===== config.mk =====
export PLATFORM = sky130hd
export DESIGN_NAME = sbs_top
export DESIGN_NICKNAME = d
export VERILOG_FILES = /design/src/inc/sbs_pkg.sv /design/src/core/sbs_top.sv
export VERILOG_INCLUDE_DIRS = /design/src /design/src/inc
export SDC_FILE = /design/constraint.sdc
export NUM_CORES = 2
export LEC_CHECK = 0
export BUFFER_PORTS_ARGS = -buffer_cell sky130_fd_sc_hd__buf_2
export CORE_MARGIN = 1
export CORE_UTILIZATION = 30
export DETAILED_ROUTE_END_ITERATION = 16
export MAX_ROUTING_LAYER = met4
export PLACE_DENSITY = 0.5
export SLEW_MARGIN = 30
export SYNTH_ARGS = -nofsm -noshare
export SYNTH_HDL_FRONTEND = slang
export SYNTH_SLANG_ARGS = --single-unit

===== constraint.sdc =====
create_clock -name i_sys_clk -period 8.69 [get_ports i_sys_clk]
set_clock_uncertainty 0.05 [all_clocks]
set_input_delay 0.4345 -clock i_sys_clk [delete_from_list [all_inputs] [get_ports i_sys_clk]]
set_output_delay 0.4345 -clock i_sys_clk [all_outputs]
set_load 0.005 [all_outputs]

===== src/inc/sbs_defs.svh =====
// Purpose: offsets, field positions, reset values and timing for the servo status block
// Assumes: 16-bit register port, byte offsets, one word per register
// Notes:   configuration words sit at 4*index, status words above them
// Behaviour
// - Two notch filters have a frequency and a depth each, and a frequency of 5000 bypasses one.
// - Low-frequency vibration frequency (0.1 Hz units) and damping apply only in position and speed modes.
// - In torque mode the torque reference is (input voltage minus zero bias) times the input gain.
// - In position mode positioning done is high while the position error is below its threshold.
// - Speed match is high while the gap between speed reference and feedback is below its threshold.
// - In speed mode zero clamp is held while the analog speed command is below its threshold.
// - In every mode rotation detected is high while motor speed exceeds its threshold.
// - Brake timing settings act only while the brake output is assigned to a terminal.
// - A non-negative servo-on wait releases the brake at once and excites the motor after the wait.
// - A negative servo-on wait excites at once and releases the brake after the wait magnitude.
// - The standard basic flow engages the brake and removes excitation in the same cycle.
// - After servo-off the brake engages once motor speed falls below the brake wait speed.
// - After servo-off the brake engages once the time since servo-off exceeds the brake wait time.
// - After servo-off the brake engages on whichever of speed or time is met first.
`ifndef SBS_DEFS_SVH
`define SBS_DEFS_SVH
`define SBS_IX_CTRL    5'd0
`define SBS_IX_N1F     5'd1
`define SBS_IX_N1D     5'd2
`define SBS_IX_N2F     5'd3
`define SBS_IX_N2D     5'd4
`define SBS_IX_LVF     5'd5
`define SBS_IX_LVD     5'd6
`define SBS_IX_TZB     5'd7
`define SBS_IX_TGN     5'd8
`define SBS_IX_PTHR    5'd9
`define SBS_IX_VTHR    5'd10
`define SBS_IX_ZTHR    5'd11
`define SBS_IX_RTHR    5'd12
`define SBS_IX_OTHR    5'd13
`define SBS_IX_SONW    5'd14
`define SBS_IX_FLOW    5'd15
`define SBS_IX_BSPD    5'd16
`define SBS_IX_BTIM    5'd17
`define SBS_NUM_CFG    18
`define SBS_A_STATUS   8'h60
`define SBS_A_IRQ_ST   8'h64
`define SBS_A_IRQ_MSK  8'h68
`define SBS_A_TREF_LO  8'h6C
`define SBS_A_TREF_HI  8'h70
`define SBS_CTRL_SON   2
`define SBS_CTRL_BKASG 3
`define SBS_NOTCH_OFF  16'd5000
`define SBS_OVF_SHIFT  8
`define SBS_CLK_NS     50
`define SBS_MS_NS      1000000
`define SBS_MS_CYC     (`SBS_MS_NS / `SBS_CLK_NS)
`endif


===== src/inc/sbs_pkg.sv =====
// Purpose: types shared by the servo status block
// Assumes: nothing beyond the defs header
// Notes:   measurements travel as one packed struct
package sbs_pkg;
  typedef enum logic [1:0] {
    SBS_POS, SBS_SPD, SBS_TRQ, SBS_RSV
  } sbs_mode_t;
  typedef struct packed {
    logic signed [23:0] pos_err;
    logic signed [15:0] speed_ref;
    logic signed [15:0] speed_fb;
    logic signed [15:0] analog_speed;
    logic signed [15:0] analog_volt;
  } sbs_meas_t;
  typedef struct packed {
    logic brake;
    logic ovf;
    logic rot;
    logic vmatch;
    logic pdone;
  } sbs_evt_t;
endpackage


===== src/core/sbs_top.sv =====
// Purpose: status compare and brake sequencing of a servo drive
// Assumes: i_update marks a control sample; inputs synchronous to i_sys_clk
// Notes:   o_brake_control_out high means the holding brake is engaged
`timescale 1ns/10ps
`default_nettype none
`include "sbs_defs.svh"
module sbs_top #(
  parameter int MS_CYC = `SBS_MS_CYC
) (
  // clock and reset
  input  wire logic              i_sys_clk,
  input  wire logic              i_rst_n,
  // register port
  input  wire logic [7:0]        i_addr,
  input  wire logic [15:0]       i_wdata,
  input  wire logic              i_wr,
  input  wire logic              i_rd,
  output logic      [15:0]       o_rdata,
  // measurements
  input  wire logic              i_update,
  input  wire sbs_pkg::sbs_meas_t i_meas,
  // status outputs
  output logic                   o_positioning_done_out,
  output logic                   o_speed_match_out,
  output logic                   o_zero_clamp,
  output logic                   o_rotation_detected,
  output logic                   o_overflow_alarm,
  output logic signed [31:0]     o_torque_ref,
  // filter enables
  output logic                   o_notch1_en,
  output logic                   o_notch2_en,
  output logic                   o_lowfreq_vib_en,
  // brake sequencing
  output logic                   o_brake_control_out,
  output logic                   o_excitation,
  // interrupt
  output logic                   o_irq
);
  typedef enum logic [1:0] {ST_OFF, ST_ON_WAIT, ST_ON, ST_OFF_WAIT} sbs_st_t;

  logic [15:0] cfg_q [`SBS_NUM_CFG];
  sbs_st_t st_q, st_d;
  sbs_pkg::sbs_evt_t evt_q, evt_d, ist_q, msk_q;
  logic [31:0] pre_q;
  logic [15:0] ms_q;
  logic son_q, brk_q, brk_d, exc_q, exc_d, zc_q, rot_q, pd_q, vm_q, ov_q;
  logic signed [31:0] tref_q;
  logic [15:0] rdata_q;
  logic irq_q, n1_q, n2_q, lv_q;

  // register decode
  wire [4:0]  w_ix    = i_addr[6:2];
  wire        w_cfg   = (i_addr[1:0] == 2'h0) && (i_addr[7:2] < 6'(`SBS_NUM_CFG));
  wire        w_wcfg  = i_wr && w_cfg;
  wire        w_wclr  = i_wr && (i_addr == `SBS_A_IRQ_ST);
  wire        w_wmsk  = i_wr && (i_addr == `SBS_A_IRQ_MSK);
  wire sbs_pkg::sbs_mode_t w_mode = sbs_pkg::sbs_mode_t'(cfg_q[`SBS_IX_CTRL][1:0]);
  wire        w_son   = cfg_q[`SBS_IX_CTRL][`SBS_CTRL_SON];
  wire        w_bkasg = cfg_q[`SBS_IX_CTRL][`SBS_CTRL_BKASG];

  // magnitudes; a 17-bit difference avoids wrap on opposite signs
  wire signed [16:0] w_vdiff = 17'(i_meas.speed_ref) - 17'(i_meas.speed_fb);
  wire [16:0] w_vgap  = w_vdiff[16] ? 17'(-w_vdiff) : w_vdiff;
  wire [15:0] w_fbabs = i_meas.speed_fb[15] ? 16'(-i_meas.speed_fb) : i_meas.speed_fb;
  wire [15:0] w_asabs = i_meas.analog_speed[15] ? 16'(-i_meas.analog_speed)
                                                : i_meas.analog_speed;
  wire [23:0] w_peabs = i_meas.pos_err[23] ? 24'(-i_meas.pos_err) : i_meas.pos_err;
  wire [23:0] w_othr  = {cfg_q[`SBS_IX_OTHR], 8'h00};

  // compare results
  wire w_pd  = (w_mode == sbs_pkg::SBS_POS) && (w_peabs < 24'(cfg_q[`SBS_IX_PTHR]));
  wire w_vm  = w_vgap < 17'(cfg_q[`SBS_IX_VTHR]);
  wire w_zc  = (w_mode == sbs_pkg::SBS_SPD) && (w_asabs < cfg_q[`SBS_IX_ZTHR]);
  wire w_rot = w_fbabs > cfg_q[`SBS_IX_RTHR];
  wire w_ov  = (w_mode == sbs_pkg::SBS_POS) && (w_peabs > w_othr);

  // torque reference, signed product of biased voltage and gain
  wire signed [16:0] w_tdiff = 17'(i_meas.analog_volt) - 17'($signed(cfg_q[`SBS_IX_TZB]));
  wire signed [33:0] w_tprod = w_tdiff * $signed({1'b0, cfg_q[`SBS_IX_TGN]});
  wire signed [31:0] w_tref  = (w_mode == sbs_pkg::SBS_TRQ) ? w_tprod[31:0] : 32'sh0;

  // brake timing helpers
  wire signed [15:0] w_sonw = $signed(cfg_q[`SBS_IX_SONW]);
  wire [15:0] w_sonmag = w_sonw[15] ? 16'(-w_sonw) : w_sonw;
  wire        w_on_rise = w_son && !son_q;
  wire        w_on_fall = !w_son && son_q;
  wire        w_wait_done = ms_q >= w_sonmag;
  wire        w_bk_spd = w_fbabs < cfg_q[`SBS_IX_BSPD];
  wire        w_bk_tim = ms_q > cfg_q[`SBS_IX_BTIM];
  wire        w_ms_tick = pre_q == 32'(MS_CYC - 1);
  wire        w_cnt_clr = (st_d != st_q);

  // brake sequencer next state
  always_comb begin
    st_d  = st_q;
    brk_d = brk_q;
    exc_d = exc_q;
    case (st_q)
      ST_OFF: begin
        if (w_on_rise && !w_bkasg) begin
          st_d  = ST_ON;
          brk_d = 1'b0;
          exc_d = 1'b1;
        end else if (w_on_rise && !w_sonw[15]) begin
          st_d  = ST_ON_WAIT;
          brk_d = 1'b0;
          exc_d = 1'b0;
        end else if (w_on_rise) begin
          st_d  = ST_ON_WAIT;
          brk_d = 1'b1;
          exc_d = 1'b1;
        end
      end
      ST_ON_WAIT: begin
        if (!w_son) begin
          st_d  = ST_OFF;
          brk_d = 1'b1;
          exc_d = 1'b0;
        end else if (w_wait_done) begin
          st_d  = ST_ON;
          brk_d = 1'b0;
          exc_d = 1'b1;
        end
      end
      ST_ON: begin
        if (w_on_fall) begin
          exc_d = 1'b0;
          if (!w_bkasg || cfg_q[`SBS_IX_FLOW] == 16'h0000) begin
            st_d  = ST_OFF;
            brk_d = 1'b1;
          end else begin
            st_d = ST_OFF_WAIT;
          end
        end
      end
      ST_OFF_WAIT: begin
        if (w_bk_spd || w_bk_tim || !w_bkasg) begin
          st_d  = ST_OFF;
          brk_d = 1'b1;
        end
      end
      default: begin
        st_d  = ST_OFF;
        brk_d = 1'b1;
        exc_d = 1'b0;
      end
    endcase
  end

  // events: rising edge of each status except zero clamp, plus brake engage; set wins over a clear
  assign evt_d = '{brake: brk_d && !brk_q, ovf: w_ov, rot: w_rot, vmatch: w_vm, pdone: w_pd};
  // brake engage is already an edge, so it is never masked by the last update's copy
  wire sbs_pkg::sbs_evt_t w_rise = {evt_d.brake,
                                    i_update ? (evt_d[3:0] & ~evt_q[3:0]) : 4'h0};
  wire sbs_pkg::sbs_evt_t w_clr  = w_wclr ? sbs_pkg::sbs_evt_t'(i_wdata[4:0]) : '0;
  wire sbs_pkg::sbs_evt_t w_ist  = (ist_q & ~w_clr) | w_rise;

  // read mux
  wire [15:0] w_rd_v =
    w_cfg                        ? cfg_q[w_ix] :
    (i_addr == `SBS_A_STATUS)    ? {9'h000, st_q, pd_q, vm_q, zc_q, rot_q, ov_q} :
    (i_addr == `SBS_A_IRQ_ST)    ? {11'h000, ist_q} :
    (i_addr == `SBS_A_IRQ_MSK)   ? {11'h000, msk_q} :
    (i_addr == `SBS_A_TREF_LO)   ? tref_q[15:0] :
    (i_addr == `SBS_A_TREF_HI)   ? tref_q[31:16] : 16'h0000;

  // configuration words; notch frequencies reset to bypass
  always_ff @(posedge i_sys_clk or negedge i_rst_n) begin
    if (!i_rst_n) begin
      for (int k = 0; k < `SBS_NUM_CFG; k++) begin
        cfg_q[k] <= (k == 1 || k == 3) ? `SBS_NOTCH_OFF : 16'h0000;
      end
    end else if (w_wcfg) begin
      cfg_q[w_ix] <= i_wdata;
    end
  end

  // compare outputs refresh on each update with live settings
  always_ff @(posedge i_sys_clk or negedge i_rst_n) begin
    if (!i_rst_n) begin
      {pd_q, vm_q, zc_q, rot_q, ov_q} <= 5'h00;
      tref_q <= 32'sh0;
      evt_q  <= '0;
    end else if (i_update) begin
      {pd_q, vm_q, zc_q, rot_q, ov_q} <= {w_pd, w_vm, w_zc, w_rot, w_ov};
      tref_q <= w_tref;
      evt_q  <= evt_d;
    end
  end

  // filter enables follow their settings every cycle
  always_ff @(posedge i_sys_clk or negedge i_rst_n) begin
    if (!i_rst_n) begin
      {n1_q, n2_q, lv_q} <= 3'h0;
    end else begin
      n1_q <= cfg_q[`SBS_IX_N1F] != `SBS_NOTCH_OFF;
      n2_q <= cfg_q[`SBS_IX_N2F] != `SBS_NOTCH_OFF;
      lv_q <= (w_mode == sbs_pkg::SBS_POS) || (w_mode == sbs_pkg::SBS_SPD);
    end
  end

  // sequencer state and millisecond timer, restarted on each state change
  always_ff @(posedge i_sys_clk or negedge i_rst_n) begin
    if (!i_rst_n) begin
      st_q  <= ST_OFF;
      brk_q <= 1'b1;
      exc_q <= 1'b0;
      son_q <= 1'b0;
      pre_q <= 32'h0;
      ms_q  <= 16'h0000;
    end else begin
      st_q  <= st_d;
      brk_q <= brk_d;
      exc_q <= exc_d;
      son_q <= w_son;
      pre_q <= (w_cnt_clr || w_ms_tick) ? 32'h0 : pre_q + 32'h1;
      if (w_cnt_clr) begin
        ms_q <= 16'h0000;
      end else if (w_ms_tick && ms_q != 16'hFFFF) begin
        ms_q <= ms_q + 16'h0001; // saturates rather than wraps
      end
    end
  end

  // interrupt status, mask, read data
  always_ff @(posedge i_sys_clk or negedge i_rst_n) begin
    if (!i_rst_n) begin
      ist_q   <= '0;
      msk_q   <= '0;
      irq_q   <= 1'b0;
      rdata_q <= 16'h0000;
    end else begin
      ist_q   <= w_ist;
      msk_q   <= w_wmsk ? sbs_pkg::sbs_evt_t'(i_wdata[4:0]) : msk_q;
      irq_q   <= |(w_ist & (w_wmsk ? sbs_pkg::sbs_evt_t'(i_wdata[4:0]) : msk_q));
      rdata_q <= i_rd ? w_rd_v : 16'h0000;
    end
  end

  assign o_rdata                = rdata_q;
  assign o_positioning_done_out = pd_q;
  assign o_speed_match_out      = vm_q;
  assign o_zero_clamp           = zc_q;
  assign o_rotation_detected    = rot_q;
  assign o_overflow_alarm       = ov_q;
  assign o_torque_ref           = tref_q;
  assign o_notch1_en            = n1_q;
  assign o_notch2_en            = n2_q;
  assign o_lowfreq_vib_en       = lv_q;
  assign o_brake_control_out    = brk_q;
  assign o_excitation           = exc_q;
  assign o_irq                  = irq_q;

  // checks
  chk_notch_bypass: assert property (@(posedge i_sys_clk) disable iff (!i_rst_n)
    cfg_q[`SBS_IX_N1F] == `SBS_NOTCH_OFF |=> !o_notch1_en)
    else $error("notch 1 not bypassed at 5000");
  chk_lowfreq_mode: assert property (@(posedge i_sys_clk) disable iff (!i_rst_n)
    w_mode == sbs_pkg::SBS_TRQ |=> !o_lowfreq_vib_en)
    else $error("low-frequency suppression on in torque mode");
  chk_torque_zero: assert property (@(posedge i_sys_clk) disable iff (!i_rst_n)
    i_update && w_mode != sbs_pkg::SBS_TRQ |=> o_torque_ref == 32'sh0)
    else $error("torque reference outside torque mode");
  chk_pos_done: assert property (@(posedge i_sys_clk) disable iff (!i_rst_n)
    i_update && w_mode == sbs_pkg::SBS_POS && w_peabs >= 24'(cfg_q[`SBS_IX_PTHR])
    |=> !o_positioning_done_out)
    else $error("positioning done with error at threshold");
  chk_speed_match: assert property (@(posedge i_sys_clk) disable iff (!i_rst_n)
    i_update |=> o_speed_match_out == $past(w_vgap < 17'(cfg_q[`SBS_IX_VTHR])))
    else $error("speed match wrong");
  chk_zero_clamp: assert property (@(posedge i_sys_clk) disable iff (!i_rst_n)
    i_update && w_mode != sbs_pkg::SBS_SPD |=> !o_zero_clamp)
    else $error("zero clamp outside speed mode");
  chk_overflow_thr: assert property (@(posedge i_sys_clk) disable iff (!i_rst_n)
    i_update
    |=> o_overflow_alarm == $past((w_mode == sbs_pkg::SBS_POS) && (w_peabs > w_othr)))
    else $error("overflow alarm does not follow threshold");
  chk_sonw_pos: assert property (@(posedge i_sys_clk) disable iff (!i_rst_n)
    st_q == ST_ON_WAIT && !w_sonw[15] && w_bkasg |-> !o_brake_control_out && !o_excitation)
    else $error("non-negative wait order wrong");
  chk_sonw_neg: assert property (@(posedge i_sys_clk) disable iff (!i_rst_n)
    st_q == ST_ON_WAIT && w_sonw[15] |-> o_brake_control_out && o_excitation)
    else $error("negative wait order wrong");
  chk_std_flow: assert property (@(posedge i_sys_clk) disable iff (!i_rst_n)
    st_q == ST_ON && w_on_fall && cfg_q[`SBS_IX_FLOW] == 16'h0000
    |=> o_brake_control_out && !o_excitation)
    else $error("brake and servo-off not together");
  chk_brake_either: assert property (@(posedge i_sys_clk) disable iff (!i_rst_n)
    st_q == ST_OFF_WAIT && (w_bk_spd || w_bk_tim) |=> o_brake_control_out)
    else $error("brake late after servo-off");
  chk_rotation_thr: assert property (@(posedge i_sys_clk) disable iff (!i_rst_n)
    i_update |=> o_rotation_detected == $past(w_fbabs > cfg_q[`SBS_IX_RTHR]))
    else $error("rotation detected wrong");
  chk_zero_clamp_on: assert property (@(posedge i_sys_clk) disable iff (!i_rst_n)
    i_update && w_mode == sbs_pkg::SBS_SPD && w_asabs < cfg_q[`SBS_IX_ZTHR] |=> o_zero_clamp)
    else $error("zero clamp missing below threshold");
  chk_brake_unassigned: assert property (@(posedge i_sys_clk) disable iff (!i_rst_n)
    st_q == ST_OFF && w_on_rise && !w_bkasg |=> !o_brake_control_out && o_excitation)
    else $error("unassigned brake still timed");
  chk_brake_speed: assert property (@(posedge i_sys_clk) disable iff (!i_rst_n)
    st_q == ST_OFF_WAIT && w_bk_spd |=> o_brake_control_out)
    else $error("brake late below wait speed");
  chk_brake_time: assert property (@(posedge i_sys_clk) disable iff (!i_rst_n)
    st_q == ST_OFF_WAIT && w_bk_tim |=> o_brake_control_out)
    else $error("brake late after wait time");
  chk_brake_event: assert property (@(posedge i_sys_clk) disable iff (!i_rst_n)
    brk_d && !brk_q |=> ist_q.brake)
    else $error("brake engage event lost");
endmodule
`default_nettype wire


==> metrics.md <==
| Metric | Value |
|---|---|
| Max cap viols | `0` |
| Ports | `~180` |
| VDD IR-drop max | `about 0.15 mV` |
| FMAX | `121 MHz` |
| Critical-path top delay cell | `fa_1` |
| CTS tree | `done` |
| Vias in the first global route | `27300` |
| Site row count | `~130` |
| Total power | `~5.8 mW` |
| Dpl ws | `0.0156 ns` |
| Longest Clk Path Bufs | `3` |
| # setup viols final | `0` |
| Largest delay share family, worst path | `adder cells` |
| Leakage | `~20 nW` |
| Worst Reg-to-Reg Cells | `30` |
| Worst-path clk slew | `roughly 0.060 ns` |
| Non-Filler Instances | `roughly 5300` |
| Register area share after synthesis | `0.288` |
| Final min period | `around 8.2 ns` |
| IO Port Bufs | `about 180` |
| Synth Area per Inst | `9.95 um2` |
| Post-route ant nets | `0` |
| Largest net degree at the start of global routing | `78` |
| Chip height | `~350 um` |
| TritonCTS buffer count | `a little under 50` |
| Final Core Density | `0.343` |
| Root buf cell | `clkbuf_16` |
| Critical path type | `register to register` |
| Core Box Area | `between 0.1 and 0.15 mm2` |
| Iter 0 DRT Violations | `2100` |
| Worst R2R End | `o_torque_ref[30]` |
| Worst hold path endpoint | `o_rdata[6]` |
| Top_reg_cell synth | `dfrtp_1` |
| Vias | `around 27000` |
| Yosys reg bits | `about 410` |
| Min-delay worst type | `primary input to register` |
| Cell count after placement | `5165` |
| Hold_sp | `i_rd` |
| Drt drc | `0` |
| HPWL Detailed | `91.7 mm` |
| Tcrit/Tclk final | `0.947` |
| Routability Congestion | `about 0.9` |
| Antenna violations before repair | `17` |
| Setup TNS | `0 ns` |
| Final hold vios | `0` |
| Setup ws final | `between 0.4 and 0.5 ns` |
| Worst-Skew Late Latency | `roughly 0.63 ns` |
| Slew Viols, Final | `0` |
| WP buf/inv | `6` |
| Remaining Overflow, GRT | `0` |
| Drt wl/cell | `22.3 um` |
| Critical Path RT | `approximately 9.1 ns` |
| Actual slew at the worst max-slew pin | `between 1 and 1.5 ns` |
| Filler cell count | `~12000` |
| Routed wire length | `117 mm` |
| Crit path max fanout | `6` |
| First-pass GRT wire length | `178 mm` |
| Worst Setup End Kind | `register` |
| Post-CTS Setup Bufs | `0` |
| Share of cells above drive strength 1 | `0.187` |
| DIE WIDTH | `approximately 350 um` |
| Pwr per Cell Area | `146 mW/mm2` |
| Area delta synth->final | `12.9%` |
| Async SR Flop Fraction | `1.00` |
| Post-Syn Instances | `about 3600` |
| Worst slew margin | `0.321` |
| RSZ-0062 raised after global routing | `no` |
| Reg2reg setup slack | `0.46 ns` |
| # clock sinks | `408` |
| Worst stage delay on the critical path | `0.55 ns` |
| All-layer global routing usage | `0.202` |
| Vias per std cell | `5.04` |
| Status | `finished clean` |
| Post-synth EDFFs | `0` |
| Initial Utilization | `0.304` |
| Die area | `roughly 0.12 mm2` |
| R2R Path Start | `cfg_q[172]` |
| CP Launch Type | `register` |
| Post-Syn Area | `between 0.03 and 0.04 mm2` |
| Warnings from Yosys | `0` |
| Htree depth | `2` |
| Total Nets Final | `approximately 4300` |
| Syn nets | `between 4000 and 5000` |
| Pre-antenna DRT Iters | `5` |
| WP data arrival | `about 8.7 ns` |
| Count of cell types in the netlist | `77` |
| Hold depth | `2` |
-- state kept, by name (all words and copies together) (netlist names) --
| signal | cells |
|---|---|
| cfg_q | 272 |
| ist_q | 5 |
| ms_q | 16 |
| msk_q | 5 |
| o_brake_control_out | 1 |
| o_excitation | 1 |
| o_irq | 1 |
| o_lowfreq_vib_en | 1 |
| o_notch1_en | 1 |
| o_notch2_en | 1 |
| o_overflow_alarm | 1 |
| o_positioning_done_out | 1 |
| o_rdata | 16 |
| o_rotation_detected | 1 |
| o_speed_match_out | 1 |
| o_torque_ref | 32 |
| o_zero_clamp | 1 |
| pre_q | 32 |
| son_q | 1 |
| st_q | 2 |
| w_sonw | 16 |
-- cells in the final DEF, fill, tap and decap left out, types with 136 or more instances in the layout --
master	count
xnor2_1	136
fa_1	263
inv_1	534
mux2_2	233
nand2_1	294
dfrtp_1	391
nor2_1	147
o21ai_0	158
buf_2	172
ha_1	251
-- how the worst max path moves through the flow --
stage	cells past startpoint	to	slack (ns)	from
floorplan	30	o_torque_ref[30]	0.69	i_meas[0]
global placement	33	o_torque_ref[29]	0.14	i_meas[0]
detailed placement	33	o_torque_ref[29]	0.02	i_meas[0]
CTS	31	o_torque_ref[29]	0.21	cfg_q[160]
global route	32	o_torque_ref[29]	0.005	cfg_q[160]
finish	30	o_torque_ref[30]	0.46	cfg_q[172]
-- routing by layer --
| layer | vias to the layer above | part of all wire | global-route usage | wire length (um) |
|---|---|---|---|---|
| met3 | 119 | 0.048 | 0.0241 | 5630 |
| met2 | 648 | 0.48 | 0.333 | 56400 |
| met5 | - | 0 | - | 0 |
| met1 | 13500 | 0.45 | 0.263 | 52500 |
| li1 | 12300 | - | - | - |
| met4 | 0 | 0.024 | 0.0488 | 2800 |
-- logic make-up (layout without fill, tap and decap cells) --
kind of cell	Yosys count	after routing	share of synthesized area
DFF	408	408	0.288
adders and majority gates	515	515	0.237
xor gates and xnor gates	179	179	0.0442
AOI/OAI and AO/OA	531	531	0.0990
and+or+nand+nor	899	899	0.126
other	0	10	0
buffers and inverters	698	864	0.0741
muxes	337	337	0.131
-- through the flow --
stage / hold WS, ns / cell area [um2]
after floorplan: 0.0889 / 35500
after global placement: 0.429 / 38200
after detailed placement: 0.356 / 38200
after CTS: 0.140 / 40000
after global routing: 0.165 / 40100
final: 0.174 / 40100
-- layout make-up --
| class | instances | area (um2) | share of cell area |
|---|---|---|---|
| multi-input cells | 2461 | 22700 | 0.567 |
| inverters | 535 | 2010 | 0.0501 |
| diodes | 10 | 25.0 | 0.000624 |
| flip-flops and latches | 408 | 10200 | 0.255 |
| clock buffers | 72 | 1450 | 0.0362 |
| clock inverters | 19 | 319 | 0.00796 |
| repair buffers | 238 | 1400 | 0.0349 |
| well taps | 1524 | 1910 | 0.0476 |
-- synth_stat cells (all sizes together) (91+ instances only) --
master | n | area share
and2 | 129 | 0.023
o21ai | 158 | 0.022
inv | 534 | 0.056
xnor2 | 138 | 0.034
nor2 | 151 | 0.016
nand2 | 294 | 0.031
fa | 263 | 0.15
clkbuf | 138 | 0.015
dfrtp | 397 | 0.28
mux2 | 233 | 0.074
ha | 252 | 0.089
a21oi | 91 | 0.013
-- what timing repair did --
action | in CTS | in global routing
endpoints found under the setup margin | 0 | 10
hold buffers | 1 | 0
resized for setup | 0 | 12
hold endpoints to repair | 51 | 0
-- power by group --
group / switching (mW) / internal, mW
Combinational: 0.875 / 0.549
Sequential: 0.171 / 2.01
Clock: 0.895 / 1.35
Total: 1.94 / 3.90
No activity file was read; power rests on OpenSTA's default activity.
